### config.mk
export PLATFORM = sky130hd
export DESIGN_NAME = srp_top
export DESIGN_NICKNAME = d
export VERILOG_FILES = /design/src/hdl/srp_pkg.sv /design/src/hdl/srp_sync.sv /design/src/hdl/srp_nvcell.sv /design/src/hdl/srp_top.sv
export VERILOG_INCLUDE_DIRS = /design/src /design/src/hdl
export SDC_FILE = /design/constraint.sdc
export NUM_CORES = 1
export LEC_CHECK = 0
export ABC_CLOCK_PERIOD_IN_PS = 6700
export BUFFER_PORTS_ARGS = -buffer_cell sky130_fd_sc_hd__buf_4
export CAP_MARGIN = 20
export CORE_ASPECT_RATIO = 1.1
export CORE_UTILIZATION = 57
export CTS_CLUSTER_SIZE = 28
export DETAILED_ROUTE_END_ITERATION = 7
export PLACE_DENSITY_LB_ADDON = 0.12
export SLEW_MARGIN = 20
export SYNTH_ARGS = -nofsm -noshare
export SYNTH_HDL_FRONTEND = slang
export SYNTH_SLANG_ARGS = --single-unit
### constraint.sdc
create_clock -name mclk -period 6.7 [get_ports mclk]
set_clock_uncertainty 0.05 [all_clocks]
set_input_delay 0.335 -clock mclk [delete_from_list [all_inputs] [get_ports mclk]]
set_output_delay 0.335 -clock mclk [all_outputs]
set_load 0.1 [all_outputs]
### src/hdl/srp_consts.svh
// Constants for the status register one protection block
`ifndef SRP_CONSTS_SVH
`define SRP_CONSTS_SVH
`define SRP_OP_WRR      8'h01
`define SRP_OP_READ_ANY_REG_CMD     8'h65
`define SRP_OP_WRITE_ANY_REG_CMD     8'h71
`define SRP_OP_WREN     8'h06
`define SRP_OP_WRDI     8'h04
`define SRP_OP_RDSR1    8'h05
`define SRP_OP_BE       8'h60
`define SRP_ADR_STATUS_ONE_PERSISTENT   24'h000000
`define SRP_ADR_CONFIG_ONE_PERSISTENT   24'h000002
`define SRP_ADR_STATUS_ONE_LIVE    24'h800000
`define SRP_ADR_CONFIG_ONE_LIVE    24'h800002
`define SRP_BIT_LOCK    7
`define SRP_BIT_PERR    6
`define SRP_BIT_EERR    5
`define SRP_BP_HI       4
`define SRP_BP_LO       2
`define SRP_BIT_WEL     1
`define SRP_BIT_WIP     0
`define SRP_BIT_KIND    3
`define SRP_SR1_SHIP    8'h00
`define SRP_CR1_SHIP    8'h00
`define SRP_BP_VOL_VAL  3'h7
`define SRP_PROG_CYC    16'h0040
`endif

### src/hdl/srp_pkg.sv
// Types shared by the status register one protection block
package srp_pkg;
  typedef struct packed {
    logic [7:0] status;
    logic [7:0] config_r;
  } srp_regs_t;
  typedef struct packed {
    logic busy;
    logic bp_any;
    logic erase_ok;
  } srp_stat_t;
endpackage : srp_pkg

### src/hdl/srp_sync.sv
// Three-stage input synchroniser with second/third agreement filter
`timescale 1ns/1ns
module srp_sync #(
  parameter int W = 1
) (
  // Clock and reset
  input  wire logic         mclk,
  input  wire logic         rst_n,
  // Data
  input  wire logic [W-1:0] din,
  output logic      [W-1:0] dout
);
  logic [W-1:0] s1;
  logic [W-1:0] s2;
  logic [W-1:0] s3;

  always_ff @(posedge mclk or negedge rst_n) begin
    if (!rst_n) begin
      s1   <= '0;
      s2   <= '0;
      s3   <= '0;
      dout <= '0;
    end else begin
      s1 <= din;
      s2 <= s1;
      s3 <= s2;
      for (int i = 0; i < W; i++) begin
        if (s2[i] == s3[i]) begin
          dout[i] <= s3[i];
        end
      end
    end
  end
endmodule : srp_sync

### src/hdl/srp_nvcell.sv
// Persistent register store: one byte with a program timer
`timescale 1ns/1ns
`include "srp_consts.svh"
module srp_nvcell #(
  parameter logic [7:0]  SHIP  = 8'h00,
  parameter logic [15:0] PCYC  = 16'h0040
) (
  // Clock and reset
  input  wire logic       mclk,
  input  wire logic       rst_n,
  // Program request
  input  wire logic       prog,
  input  wire logic [7:0] wdata,
  // State
  output logic      [7:0] rdata,
  output logic            busy
);
  logic [15:0] cnt;

  // Contents model a non-volatile cell: reset returns the shipped value
  always_ff @(posedge mclk or negedge rst_n) begin
    if (!rst_n) begin
      rdata <= SHIP;
    end else if (prog && !busy) begin
      rdata <= wdata;
    end
  end

  always_ff @(posedge mclk or negedge rst_n) begin
    if (!rst_n) begin
      cnt  <= 16'h0000;
      busy <= 1'b0;
    end else if (prog && !busy) begin
      cnt  <= PCYC;
      busy <= 1'b1;
    end else if (busy) begin
      cnt  <= cnt - 16'h0001;
      busy <= (cnt != 16'h0001);
    end
  end
endmodule : srp_nvcell

### src/hdl/srp_top.sv
// Status register one with persistent and live copies and write protection
`timescale 1ns/1ns
`include "srp_consts.svh"
module srp_top
  import srp_pkg::*;
#(
  parameter logic [15:0] PROG_CYC = `SRP_PROG_CYC
) (
  // Clock and reset
  input  wire logic      mclk,
  input  wire logic      arst_n,
  // Serial pins
  input  wire logic      sck,
  input  wire logic      cs_n,
  input  wire logic      si,
  input  wire logic      wp_n,
  output logic           so,
  output logic           so_oe,
  // Array access requests from the core
  input  wire logic      prog_req,
  input  wire logic      prog_hit_bp,
  output srp_pkg::srp_stat_t stat,
  output logic           array_refuse,
  // Register view
  output srp_pkg::srp_regs_t live
);
  import srp_pkg::*;

  // ****************************************
  // Reset release and pin sampling
  // ****************************************
  logic       rst_q1;
  logic       rst_n;
  logic [3:0] pins;
  logic       sck_d;

  always_ff @(posedge mclk or negedge arst_n) begin
    if (!arst_n) begin
      rst_q1 <= 1'b0;
      rst_n  <= 1'b0;
    end else begin
      rst_q1 <= 1'b1;
      rst_n  <= rst_q1;
    end
  end

  srp_sync #(.W(4)) u_sync (
    .mclk  (mclk),
    .rst_n (rst_n),
    .din   ({sck, cs_n, si, wp_n}),
    .dout  (pins)
  );

  wire sck_s  = pins[3];
  wire cs_s_n = pins[2];
  wire si_s   = pins[1];
  wire wp_s_n = pins[0];
  wire rise   = sck_s && !sck_d;
  wire fall   = !sck_s && sck_d;

  // ****************************************
  // Persistent cells
  // ****************************************
  logic       sr_prog;
  logic       cr_prog;
  logic [7:0] sr_wdata;
  logic [7:0] cr_wdata;
  logic [7:0] sr_nv;
  logic [7:0] cr_nv;
  logic       sr_busy;
  logic       cr_busy;

  srp_nvcell #(.SHIP(`SRP_SR1_SHIP), .PCYC(PROG_CYC)) u_sr (
    .mclk  (mclk),
    .rst_n (rst_n),
    .prog  (sr_prog),
    .wdata (sr_wdata),
    .rdata (sr_nv),
    .busy  (sr_busy)
  );

  srp_nvcell #(.SHIP(`SRP_CR1_SHIP), .PCYC(PROG_CYC)) u_cr (
    .mclk  (mclk),
    .rst_n (rst_n),
    .prog  (cr_prog),
    .wdata (cr_wdata),
    .rdata (cr_nv),
    .busy  (cr_busy)
  );

  // ****************************************
  // Serial shifter
  // ****************************************
  logic [7:0]  opcode;
  logic [23:0] addr;
  logic [7:0]  dbyte;
  logic [7:0]  dbyte2;
  logic [6:0]  nbits;
  logic [7:0]  shreg;
  logic        frame_end;

  always_ff @(posedge mclk or negedge rst_n) begin
    if (!rst_n) begin
      sck_d <= 1'b0;
    end else begin
      sck_d <= sck_s;
    end
  end

  always_ff @(posedge mclk or negedge rst_n) begin
    if (!rst_n) begin
      nbits  <= 7'h00;
      shreg  <= 8'h00;
      opcode <= 8'h00;
      addr   <= 24'h000000;
      dbyte  <= 8'h00;
      dbyte2 <= 8'h00;
    end else if (cs_s_n) begin
      nbits <= 7'h00;
    end else if (rise) begin
      shreg <= {shreg[6:0], si_s};
      if (nbits != 7'h7f) begin
        nbits <= nbits + 7'h01;
      end
      if (nbits[2:0] == 3'h7) begin
        unique case (nbits[6:3])
          4'h0:    opcode <= {shreg[6:0], si_s};
          4'h1:    addr[23:16] <= {shreg[6:0], si_s};
          4'h2:    addr[15:8] <= {shreg[6:0], si_s};
          4'h3:    addr[7:0] <= {shreg[6:0], si_s};
          4'h4:    dbyte2 <= {shreg[6:0], si_s};
          default: ;
        endcase
        if (nbits[6:3] == 4'h1) begin
          dbyte <= {shreg[6:0], si_s};
        end
      end
    end
  end

  always_ff @(posedge mclk or negedge rst_n) begin
    if (!rst_n) begin
      frame_end <= 1'b0;
    end else begin
      frame_end <= cs_s_n && !frame_end && (nbits != 7'h00);
    end
  end

  logic [6:0] nbits_hold;
  always_ff @(posedge mclk or negedge rst_n) begin
    if (!rst_n) begin
      nbits_hold <= 7'h00;
    end else if (!cs_s_n) begin
      nbits_hold <= nbits;
    end
  end

  // ****************************************
  // Write decision
  // ****************************************
  logic [7:0] cr_v;
  logic       write_latch;
  logic       nv_busy;
  assign nv_busy = sr_busy || cr_busy;

  wire locked = sr_nv[`SRP_BIT_LOCK] && !wp_s_n;
  wire is_wrr  = (opcode == `SRP_OP_WRR) && (nbits_hold == 7'h10 ||
                 nbits_hold == 7'h18);
  wire is_write_any_reg_cmd = (opcode == `SRP_OP_WRITE_ANY_REG_CMD) && (nbits_hold == 7'h28);
  wire tgt_sr  = is_wrr || (is_write_any_reg_cmd && (addr == `SRP_ADR_STATUS_ONE_PERSISTENT ||
                 addr == `SRP_ADR_STATUS_ONE_LIVE));
  wire tgt_cr  = (is_wrr && nbits_hold == 7'h18) || (is_write_any_reg_cmd &&
                 (addr == `SRP_ADR_CONFIG_ONE_PERSISTENT || addr == `SRP_ADR_CONFIG_ONE_LIVE));
  // Every write, to persistent or live copies of both registers, consults the lock
  wire allow   = frame_end && write_latch && !nv_busy && !locked;
  wire to_nv   = is_wrr || (is_write_any_reg_cmd && addr[23] == 1'b0);
  wire [7:0] wr_sr = is_write_any_reg_cmd ? dbyte2 : dbyte;
  // Two-byte register write carries the config byte second
  wire [7:0] wr_cr = is_write_any_reg_cmd ? dbyte2 : addr[15:8];
  wire kind_vol = cr_nv[`SRP_BIT_KIND];

  // Read-only default bits keep their stored value
  function automatic logic [7:0] merge_sr(input logic [7:0] old,
                                          input logic [7:0] nw,
                                          input logic       bp_ok);
    logic [7:0] r;
    r = old;
    r[`SRP_BIT_LOCK] = nw[`SRP_BIT_LOCK];
    if (bp_ok) begin
      r[`SRP_BP_HI:`SRP_BP_LO] = nw[`SRP_BP_HI:`SRP_BP_LO];
    end
    return r;
  endfunction : merge_sr

  always_comb begin
    sr_prog  = 1'b0;
    cr_prog  = 1'b0;
    sr_wdata = sr_nv;
    cr_wdata = cr_nv;
    if (allow && to_nv && tgt_sr) begin
      sr_prog  = 1'b1;
      sr_wdata = merge_sr(sr_nv, wr_sr, !kind_vol);
    end
    if (allow && to_nv && tgt_cr) begin
      cr_prog  = 1'b1;
      cr_wdata = wr_cr;
      if (wr_cr[`SRP_BIT_KIND] && !kind_vol) begin
        sr_prog  = 1'b1;
        sr_wdata[`SRP_BP_HI:`SRP_BP_LO] = `SRP_BP_VOL_VAL;
      end
    end
  end

  // ****************************************
  // Live copies
  // ****************************************
  // Live copy seeded once after reset release, from the persistent cell
  logic seeded;
  always_ff @(posedge mclk or negedge rst_n) begin
    if (!rst_n) begin
      seeded <= 1'b0;
    end else begin
      seeded <= 1'b1;
    end
  end

  always_ff @(posedge mclk or negedge rst_n) begin
    if (!rst_n) begin
      cr_v <= 8'h00;
    end else if (!seeded) begin
      cr_v <= cr_nv;
    end else if (allow && tgt_cr) begin
      cr_v <= wr_cr;
    end
  end

  logic [7:0] sr_live;
  logic [2:0] bp_live;
  always_ff @(posedge mclk or negedge rst_n) begin
    if (!rst_n) begin
      bp_live <= 3'h0;
    end else if (!seeded) begin
      bp_live <= sr_nv[`SRP_BP_HI:`SRP_BP_LO];
    end else if (allow && tgt_sr && (kind_vol || to_nv)) begin
      bp_live <= wr_sr[`SRP_BP_HI:`SRP_BP_LO];
    end
  end

  always_ff @(posedge mclk or negedge rst_n) begin
    if (!rst_n) begin
      write_latch <= 1'b0;
    end else if (!seeded) begin
      write_latch <= sr_nv[`SRP_BIT_WEL];
    end else if (frame_end && nbits_hold == 7'h08 &&
                 opcode == `SRP_OP_WREN) begin
      write_latch <= 1'b1;
    end else if (frame_end && (nbits_hold == 7'h08 &&
                 opcode == `SRP_OP_WRDI || sr_prog || cr_prog)) begin
      write_latch <= 1'b0;
    end
  end

  wire [2:0] bp_act = kind_vol ? bp_live : sr_nv[`SRP_BP_HI:`SRP_BP_LO];
  always_comb begin
    sr_live = {sr_nv[`SRP_BIT_LOCK],
               sr_nv[`SRP_BIT_PERR], sr_nv[`SRP_BIT_EERR],
               bp_live, write_latch, nv_busy || sr_nv[`SRP_BIT_WIP]};
  end

  // ****************************************
  // Array gating and readback
  // ****************************************
  wire be_cmd = frame_end && nbits_hold == 7'h08 &&
                opcode == `SRP_OP_BE;
  logic [7:0] rd;
  always_ff @(posedge mclk or negedge rst_n) begin
    if (!rst_n) begin
      array_refuse <= 1'b0;
      stat         <= '0;
      live         <= '0;
      rd           <= 8'h00;
      so           <= 1'b0;
      so_oe        <= 1'b0;
    end else begin
      array_refuse <= (prog_req && prog_hit_bp && bp_act != 3'h0) ||
                      (be_cmd && bp_act != 3'h0);
      stat.busy     <= sr_live[`SRP_BIT_WIP];
      stat.bp_any   <= bp_act != 3'h0;
      stat.erase_ok <= bp_act == 3'h0;
      live.status   <= sr_live;
      live.config_r <= cr_v;
      so_oe <= !cs_s_n && ((opcode == `SRP_OP_READ_ANY_REG_CMD && nbits >= 7'h20) ||
               (opcode == `SRP_OP_RDSR1 && nbits >= 7'h08));
      // Load one bit early: pin sampling delay eats most of a half period
      if (nbits == 7'h1f && opcode == `SRP_OP_READ_ANY_REG_CMD && rise) begin
        rd <= addr[23] ? sr_live : sr_nv;
      end else if (nbits == 7'h07 && rise) begin
        rd <= sr_live;
      end else if (fall && so_oe) begin
        rd <= {rd[6:0], 1'b0};
      end
      so <= rd[7];
    end
  end
endmodule : srp_top

==> flow_summary.json, run 1 <==
{
  "grt_max_degree": 85,
  "dp_hpwl_um": 9280,
  "fin_crit_ns": 3.45,
  "vias_per_cell": 5.74,
  "worstRegToRegCells": 5,
  "fin_cells": 789,
  "crit_fanout": 16,
  "synth_edf_count": 0,
  "synth_top_cell_area_share_pct": 58.4,
  "rows": 42,
  "fin_area_um2": 8190,
  "routabilityCongestion": 0.830,
  "period_share_pct": 51.4,
  "die_w_um": 109,
  "outcome": "finished, final reports clean",
  "cp-start-kind": "flip-flop",
  "synthTopCellsByArea": "dfrtp_1, mux2_2, o21ai_0",
  "cts_root_buf": "clkbuf_16",
  "maxSlewViolCount": 0,
  "synth_area_um2": 7150,
  "r2r-end": "u_cr.rdata[2]",
  "n_antenna_cell": 0,
  "ios": 30,
  "cts_tree": "built",
  "cp-end-kind": "flip-flop",
  "hp-class": "in -> reg",
  "ys_seq_elements": 167,
  "clk_latency_ns": 0.43,
  "die_h_um": 119,
  "first_pass_iters": 5,
  "fmax_ghz": 0.290,
  "fp.coreArea_um2": 12100,
  "vias": 4529,
  "cp.required_ns": 6.96,
  "start_util_pct": 58.9,
  "place.port_buffers": 27,
  "grt_overflow": 0,
  "avgSynthCellArea_um2": 12.2,
  "setup_viol": 0,
  "drive_above_1_share_pct": 25.2,
  "routed_wl_um": 13300,
  "synth_cells": 585,
  "tightest_slew_ns": 0.908,
  "drt_iter0_drc": 283,
  "cts_buffers": 17,
  "seq_area_frac_synth_pct": 58.4,
  "preCtsSetupSlack_ns": 3.19,
  "power.density_nw_per_um2": 271,
  "synth_common_cells": "dfrtp_1, mux2_2, nand2_1, o21ai_0, nor2_1",
  "leakage_uw": 0.00387,
  "yosys_most_used_dff": "dfrtp_1",
  "drc": 0,
  "ys_warn_count": 0,
  "hold_viol": 0,
  "worstPathArrival_ns": 3.71,
  "grt_usage_pct": 23.2,
  "worstSetupPathType": "reg -> reg",
  "slew_headroom_pct": 39.0,
  "synth.most_common_cell": "dfrtp_1",
  "rsz0062_at_grt": "false",
  "die-area_um2": 13000,
  "area_growth_pct": 14.5,
  "r2r_start": "opcode[3]",
  "synth_top_cell_by_area": "dfrtp_1",
  "antenna_left": 0,
  "cts_sinks": 167,
  "cts_buffer_depth": 2,
  "ff2ff_setup_slack_ns": 3.25,
  "layout_setup_ws_ns": 3.25,
  "wl_per_cell_um": 16.9,
  "grt_pass1_wl_um": 22700,
  "endpoint": "u_cr.rdata[2]",
  "crit_start": "opcode[3]",
  "antenna_found_initial": 0,
  "ir_drop_mv": 0.188,
  "dp.cells": 751,
  "synthArstFlopShare_pct": 100,
  "fin_nets": 637,
  "first_global_vias": 4587,
  "netlist-cell-type-count": 60,
  "clkTransAtPathRegs_ns": 0.06,
  "max-cap-violations": 0,
  "htree_levels": 4,
  "setup_tns_ns": 0,
  "placedInstanceArea_um2": 7470,
  "cts_resized": 0,
  "power.total_uw": 2220
}
[what timing repair did]
action,CTS,global route
hold buffers,5,0
buffers inserted,0,0
endpoints found under the hold margin,6,0
[cells in the final DEF, fill, tap and decap left out, types with 10 or more instances in the layout]
cell type  synthesis  layout
dfrtp_1          167     166
mux2_2            78      78
nand2_1           38      38
o21ai_0           30      30
nor2_1            29      29
buf_4              5      27
nand3_1           25      25
clkbuf_16          0      17
inv_1             15      15
nor3_1            14      14
nor4_1            14      14
or2_2             11      11
mux2i_1           11      11
or3_1             11      11
a21oi_1           10      10
[per-stage QoR]
step           hold WS [ns]  util [%]
3_3_place_gp         0.0679      61.5
3_5_place_dp         0.0678      61.5
4_1_cts              0.0848      67.2
5_1_grt               0.119      67.5
2_1_floorplan       -0.0106         -
6_report              0.104      67.5
[power breakdown]
| group | internal [uW] | switching, uW |
|---|---|---|
| registers | 1040 | 58.6 |
| clock network | 636 | 387 |
| logic | 40.4 | 54.8 |
[cells by family after synthesis]
logic type | count (synthesis) | share of synthesized area [%]
mux | 95 | 14.8
buf+inv | 33 | 2.13
flops | 167 | 58.4
xor+xnor | 9 | 1.10
compound gates | 77 | 6.84
simple gates | 191 | 14.9
fa+ha+maj | 11 | 1.78
other cells | 2 | 0.105
[critical path, stage by stage (launching register included)]
cell,delay [ns]
dfrtp_1,0.41
or4b_1,0.66
nor4_4,0.84
nand4_2,0.27
a21oi_2,0.69
mux2_2,0.41
[state kept, by name, indices dropped and copies added, names as in the netlist, 2 cells and up]
signal       flops
u_sync.s3        4
u_sr.cnt        16
rd               8
stat             2
cr_v             8
addr            24
dbyte2           8
nbits_hold       7
bp_live          3
u_cr.cnt        16
live            14
u_sync.s1        4
u_sync.dout      4
u_sr.rdata       4
opcode           8
u_sync.s2        4
u_cr.rdata       8
shreg            7
nbits            7
[final cells by class]
class / instances / area, um^2
tap: 154 / 193
clock inverter: 10 / 143
sequential: 167 / 4180
inverter: 15 / 56.3
fill: 872 / 3950
clock buffer: 22 / 494
multi-input combinational: 387 / 2830
timing repair buffer: 34 / 292
[how the worst min path moves through the flow]
| stage | cells past startpoint | end | slack (ns) | from |
|---|---|---|---|---|
| after CTS | 3 | array_refuse | 0.08 | prog_hit_bp |
| after floorplan | 0 | rst_n | -0.01 | arst_n |
| after global routing | 3 | array_refuse | 0.12 | prog_hit_bp |
| after detailed placement | 1 | rst_q1 | 0.07 | arst_n |
| after global placement | 1 | rst_q1 | 0.07 | arst_n |
| final | 3 | array_refuse | 0.10 | prog_hit_bp |
[routing by layer]
layer	track usage, %	share of wire [%]	vias to the layer above
li1	-	-	2182
met1	30.6	46	2261
met2	36.2	48	58
met3	5.43	2.9	28
met4	10.6	2.4	0
met5	0	0	-
No activity file was read; power rests on OpenSTA's default activity.
==> run 2: changes to the inputs <==
ABC_CLOCK_PERIOD_IN_PS = 3050   (was 6700)
CORE_UTILIZATION = 55   (was 57)
clock period = 3.05 ns   (was 6.7 ns; I/O delays follow)
==> flow_summary.json, run 2 (synthesis gave the netlist of run 1 again) <==
{
  "outcome": "finished, final reports clean",
  "routabilityCongestion": 0.807,
  "grt_max_degree": 166,
  "largest_register_ffs": 24,
  "place.port_buffers": 27,
  "drt_iter0_drc": 292,
  "routed_wl_um": 14000,
  "vias_per_cell": 5.82,
  "multi_input_area_um2": 2830,
  "layout_setup_ws_ns": 0.133,
  "cp-end-kind": "flip-flop",
  "fillers": 943,
  "r2r-end": "cr_v[2]",
  "ff_latch_area_um2": 4180,
  "max-cap-violations": 0,
  "ff2ff_setup_slack_ns": 0.13,
  "cts_buffers": 17,
  "grt_pass1_wl_um": 23900,
  "wl_per_cell_um": 17.4,
  "area_growth_pct": 15.4,
  "worstHoldStart": "u_sync.s1[0]",
  "first_global_vias": 4801,
  "htree_levels": 4,
  "crit_slowest_cell": "or4_1",
  "tightest_slew_ns": 0.874,
  "fp.coreArea_um2": 12600,
  "worstPathArrival_ns": 3.17,
  "min_to": "u_sync.s2[0]",
  "ir_drop_mv": 0.420,
  "final_cell_mix": "dfrtp_1, mux2_2, nand2_1",
  "hold_path_depth": 0,
  "ios": 30,
  "vias": 4690,
  "grt_overflow": 0,
  "fmax_ghz": 0.343,
  "reg_top3": "addr x24, u_cr.cnt x16, u_sr.cnt x16",
  "hold_viol": 0,
  "die-area_um2": 13500,
  "maxSlewViolCount": 0,
  "die_w_um": 111,
  "drc": 0,
  "drive_above_1_share_pct": 26.0,
  "cts_tree": "built",
  "worstSetupPathType": "reg -> reg",
  "fin_crit_ns": 2.92,
  "cts_buffer_depth": 2,
  "n_antenna_cell": 0,
  "hp-class": "reg -> reg",
  "dp_hpwl_um": 9240,
  "rsz0062_at_grt": "false",
  "clk_latency_ns": 0.43,
  "cp-start-kind": "flip-flop",
  "start_util_pct": 56.6,
  "grt_usage_pct": 22.8,
  "top_register": "addr",
  "crit_fanout": 8,
  "worstRegToRegCells": 6,
  "cts_root_buf": "clkbuf_16",
  "final_common_cell": "dfrtp_1",
  "leakage_uw": 0.00391,
  "first_pass_iters": 4,
  "period_share_pct": 95.6,
  "power.density_nw_per_um2": 567,
  "cp.required_ns": 3.31,
  "slew_headroom_pct": 41.7,
  "preCtsSetupSlack_ns": 0.0828,
  "cts_sinks": 167,
  "die_h_um": 122,
  "setup_viol": 0,
  "rows": 43,
  "max_stage_delay_ns": 0.64,
  "antenna_found_initial": 0,
  "clkTransAtPathRegs_ns": 0.06,
  "path_cells": "or4_1, nor4_4, buf_4, mux2_2, mux2_1, mux2_2",
  "fin_nets": 651,
  "setup_tns_ns": 0,
  "crit_start": "nbits_hold[6]",
  "antenna_left": 0,
  "r2r_start": "nbits_hold[6]",
  "critical_path.most_common_cell": "mux2_2"
}
## run 2: worst max path at each step
stage | end | slack (ns) | depth (start not counted)
final | cr_v[2] | 0.13 | 6
after global routing | u_sr.rdata[3] | 0.02 | 7
after CTS | u_sr.cnt[8] | 0.1 | 6
after detailed placement | u_sr.cnt[8] | 0.08 | 6
after global placement | cr_v[5] | 0.21 | 6
after floorplan | addr[0] | 0.24 | 0
## run 2: layout make-up
| type | instances | share of cell area (%) |
|---|---|---|
| repair buffers | 48 | 5.06 |
| flip-flops and latches | 167 | 50.7 |
| well taps | 157 | 2.38 |
| multi-input cells | 387 | 34.3 |
| clock buffers | 22 | 5.75 |
| clock inverters | 10 | 1.18 |
| inverters | 15 | 0.682 |
## run 2: metal layers
metal,vias up,part of all wire [%],global-route usage [%]
met5,-,0,0
met4,0,2.2,10.2
met3,24,2.5,5.42
met2,68,49,36.8
met1,2374,46,29.5
li1,2224,-,-
## run 2: critical path, delay by kind of cell (launching register included)
| kind | cells | cell delay, ns |
|---|---|---|
| buf+inv | 1 | 0.26 |
| flops | 1 | 0.39 |
| mux | 3 | 0.92 |
| simple gates | 2 | 1.17 |
## run 2: per-stage QoR
step	instances	instance area [um^2]	hold WS, ns	util (%)	power (uW)
after floorplan	587	7160	-0.193	-	2570
after global placement	765	7580	-0.115	60.0	2670
after detailed placement	765	7580	-0.112	60.0	2670
after CTS	805	8230	0.300	65.1	4730
after global routing	806	8250	0.308	65.3	4850
final	806	8250	0.296	65.3	4680
## run 2: what timing repair did
item / 4_1_cts / 5_1_grt
setup endpoints to repair: 0 / 11
resized for setup: 0 / 0
hold buffers: 8 / 0
hold endpoints to repair: 7 / 0
setup buffers: 0 / 1
## run 2: power by group
group	internal, uW	total (uW)	leakage (uW)	switching (uW)
Sequential	2290	2410	0.00227	121
Clock	1190	2050	0.000272	858
Combinational	91.6	225	0.00137	134
Total	3570	4680	0.00391	1110
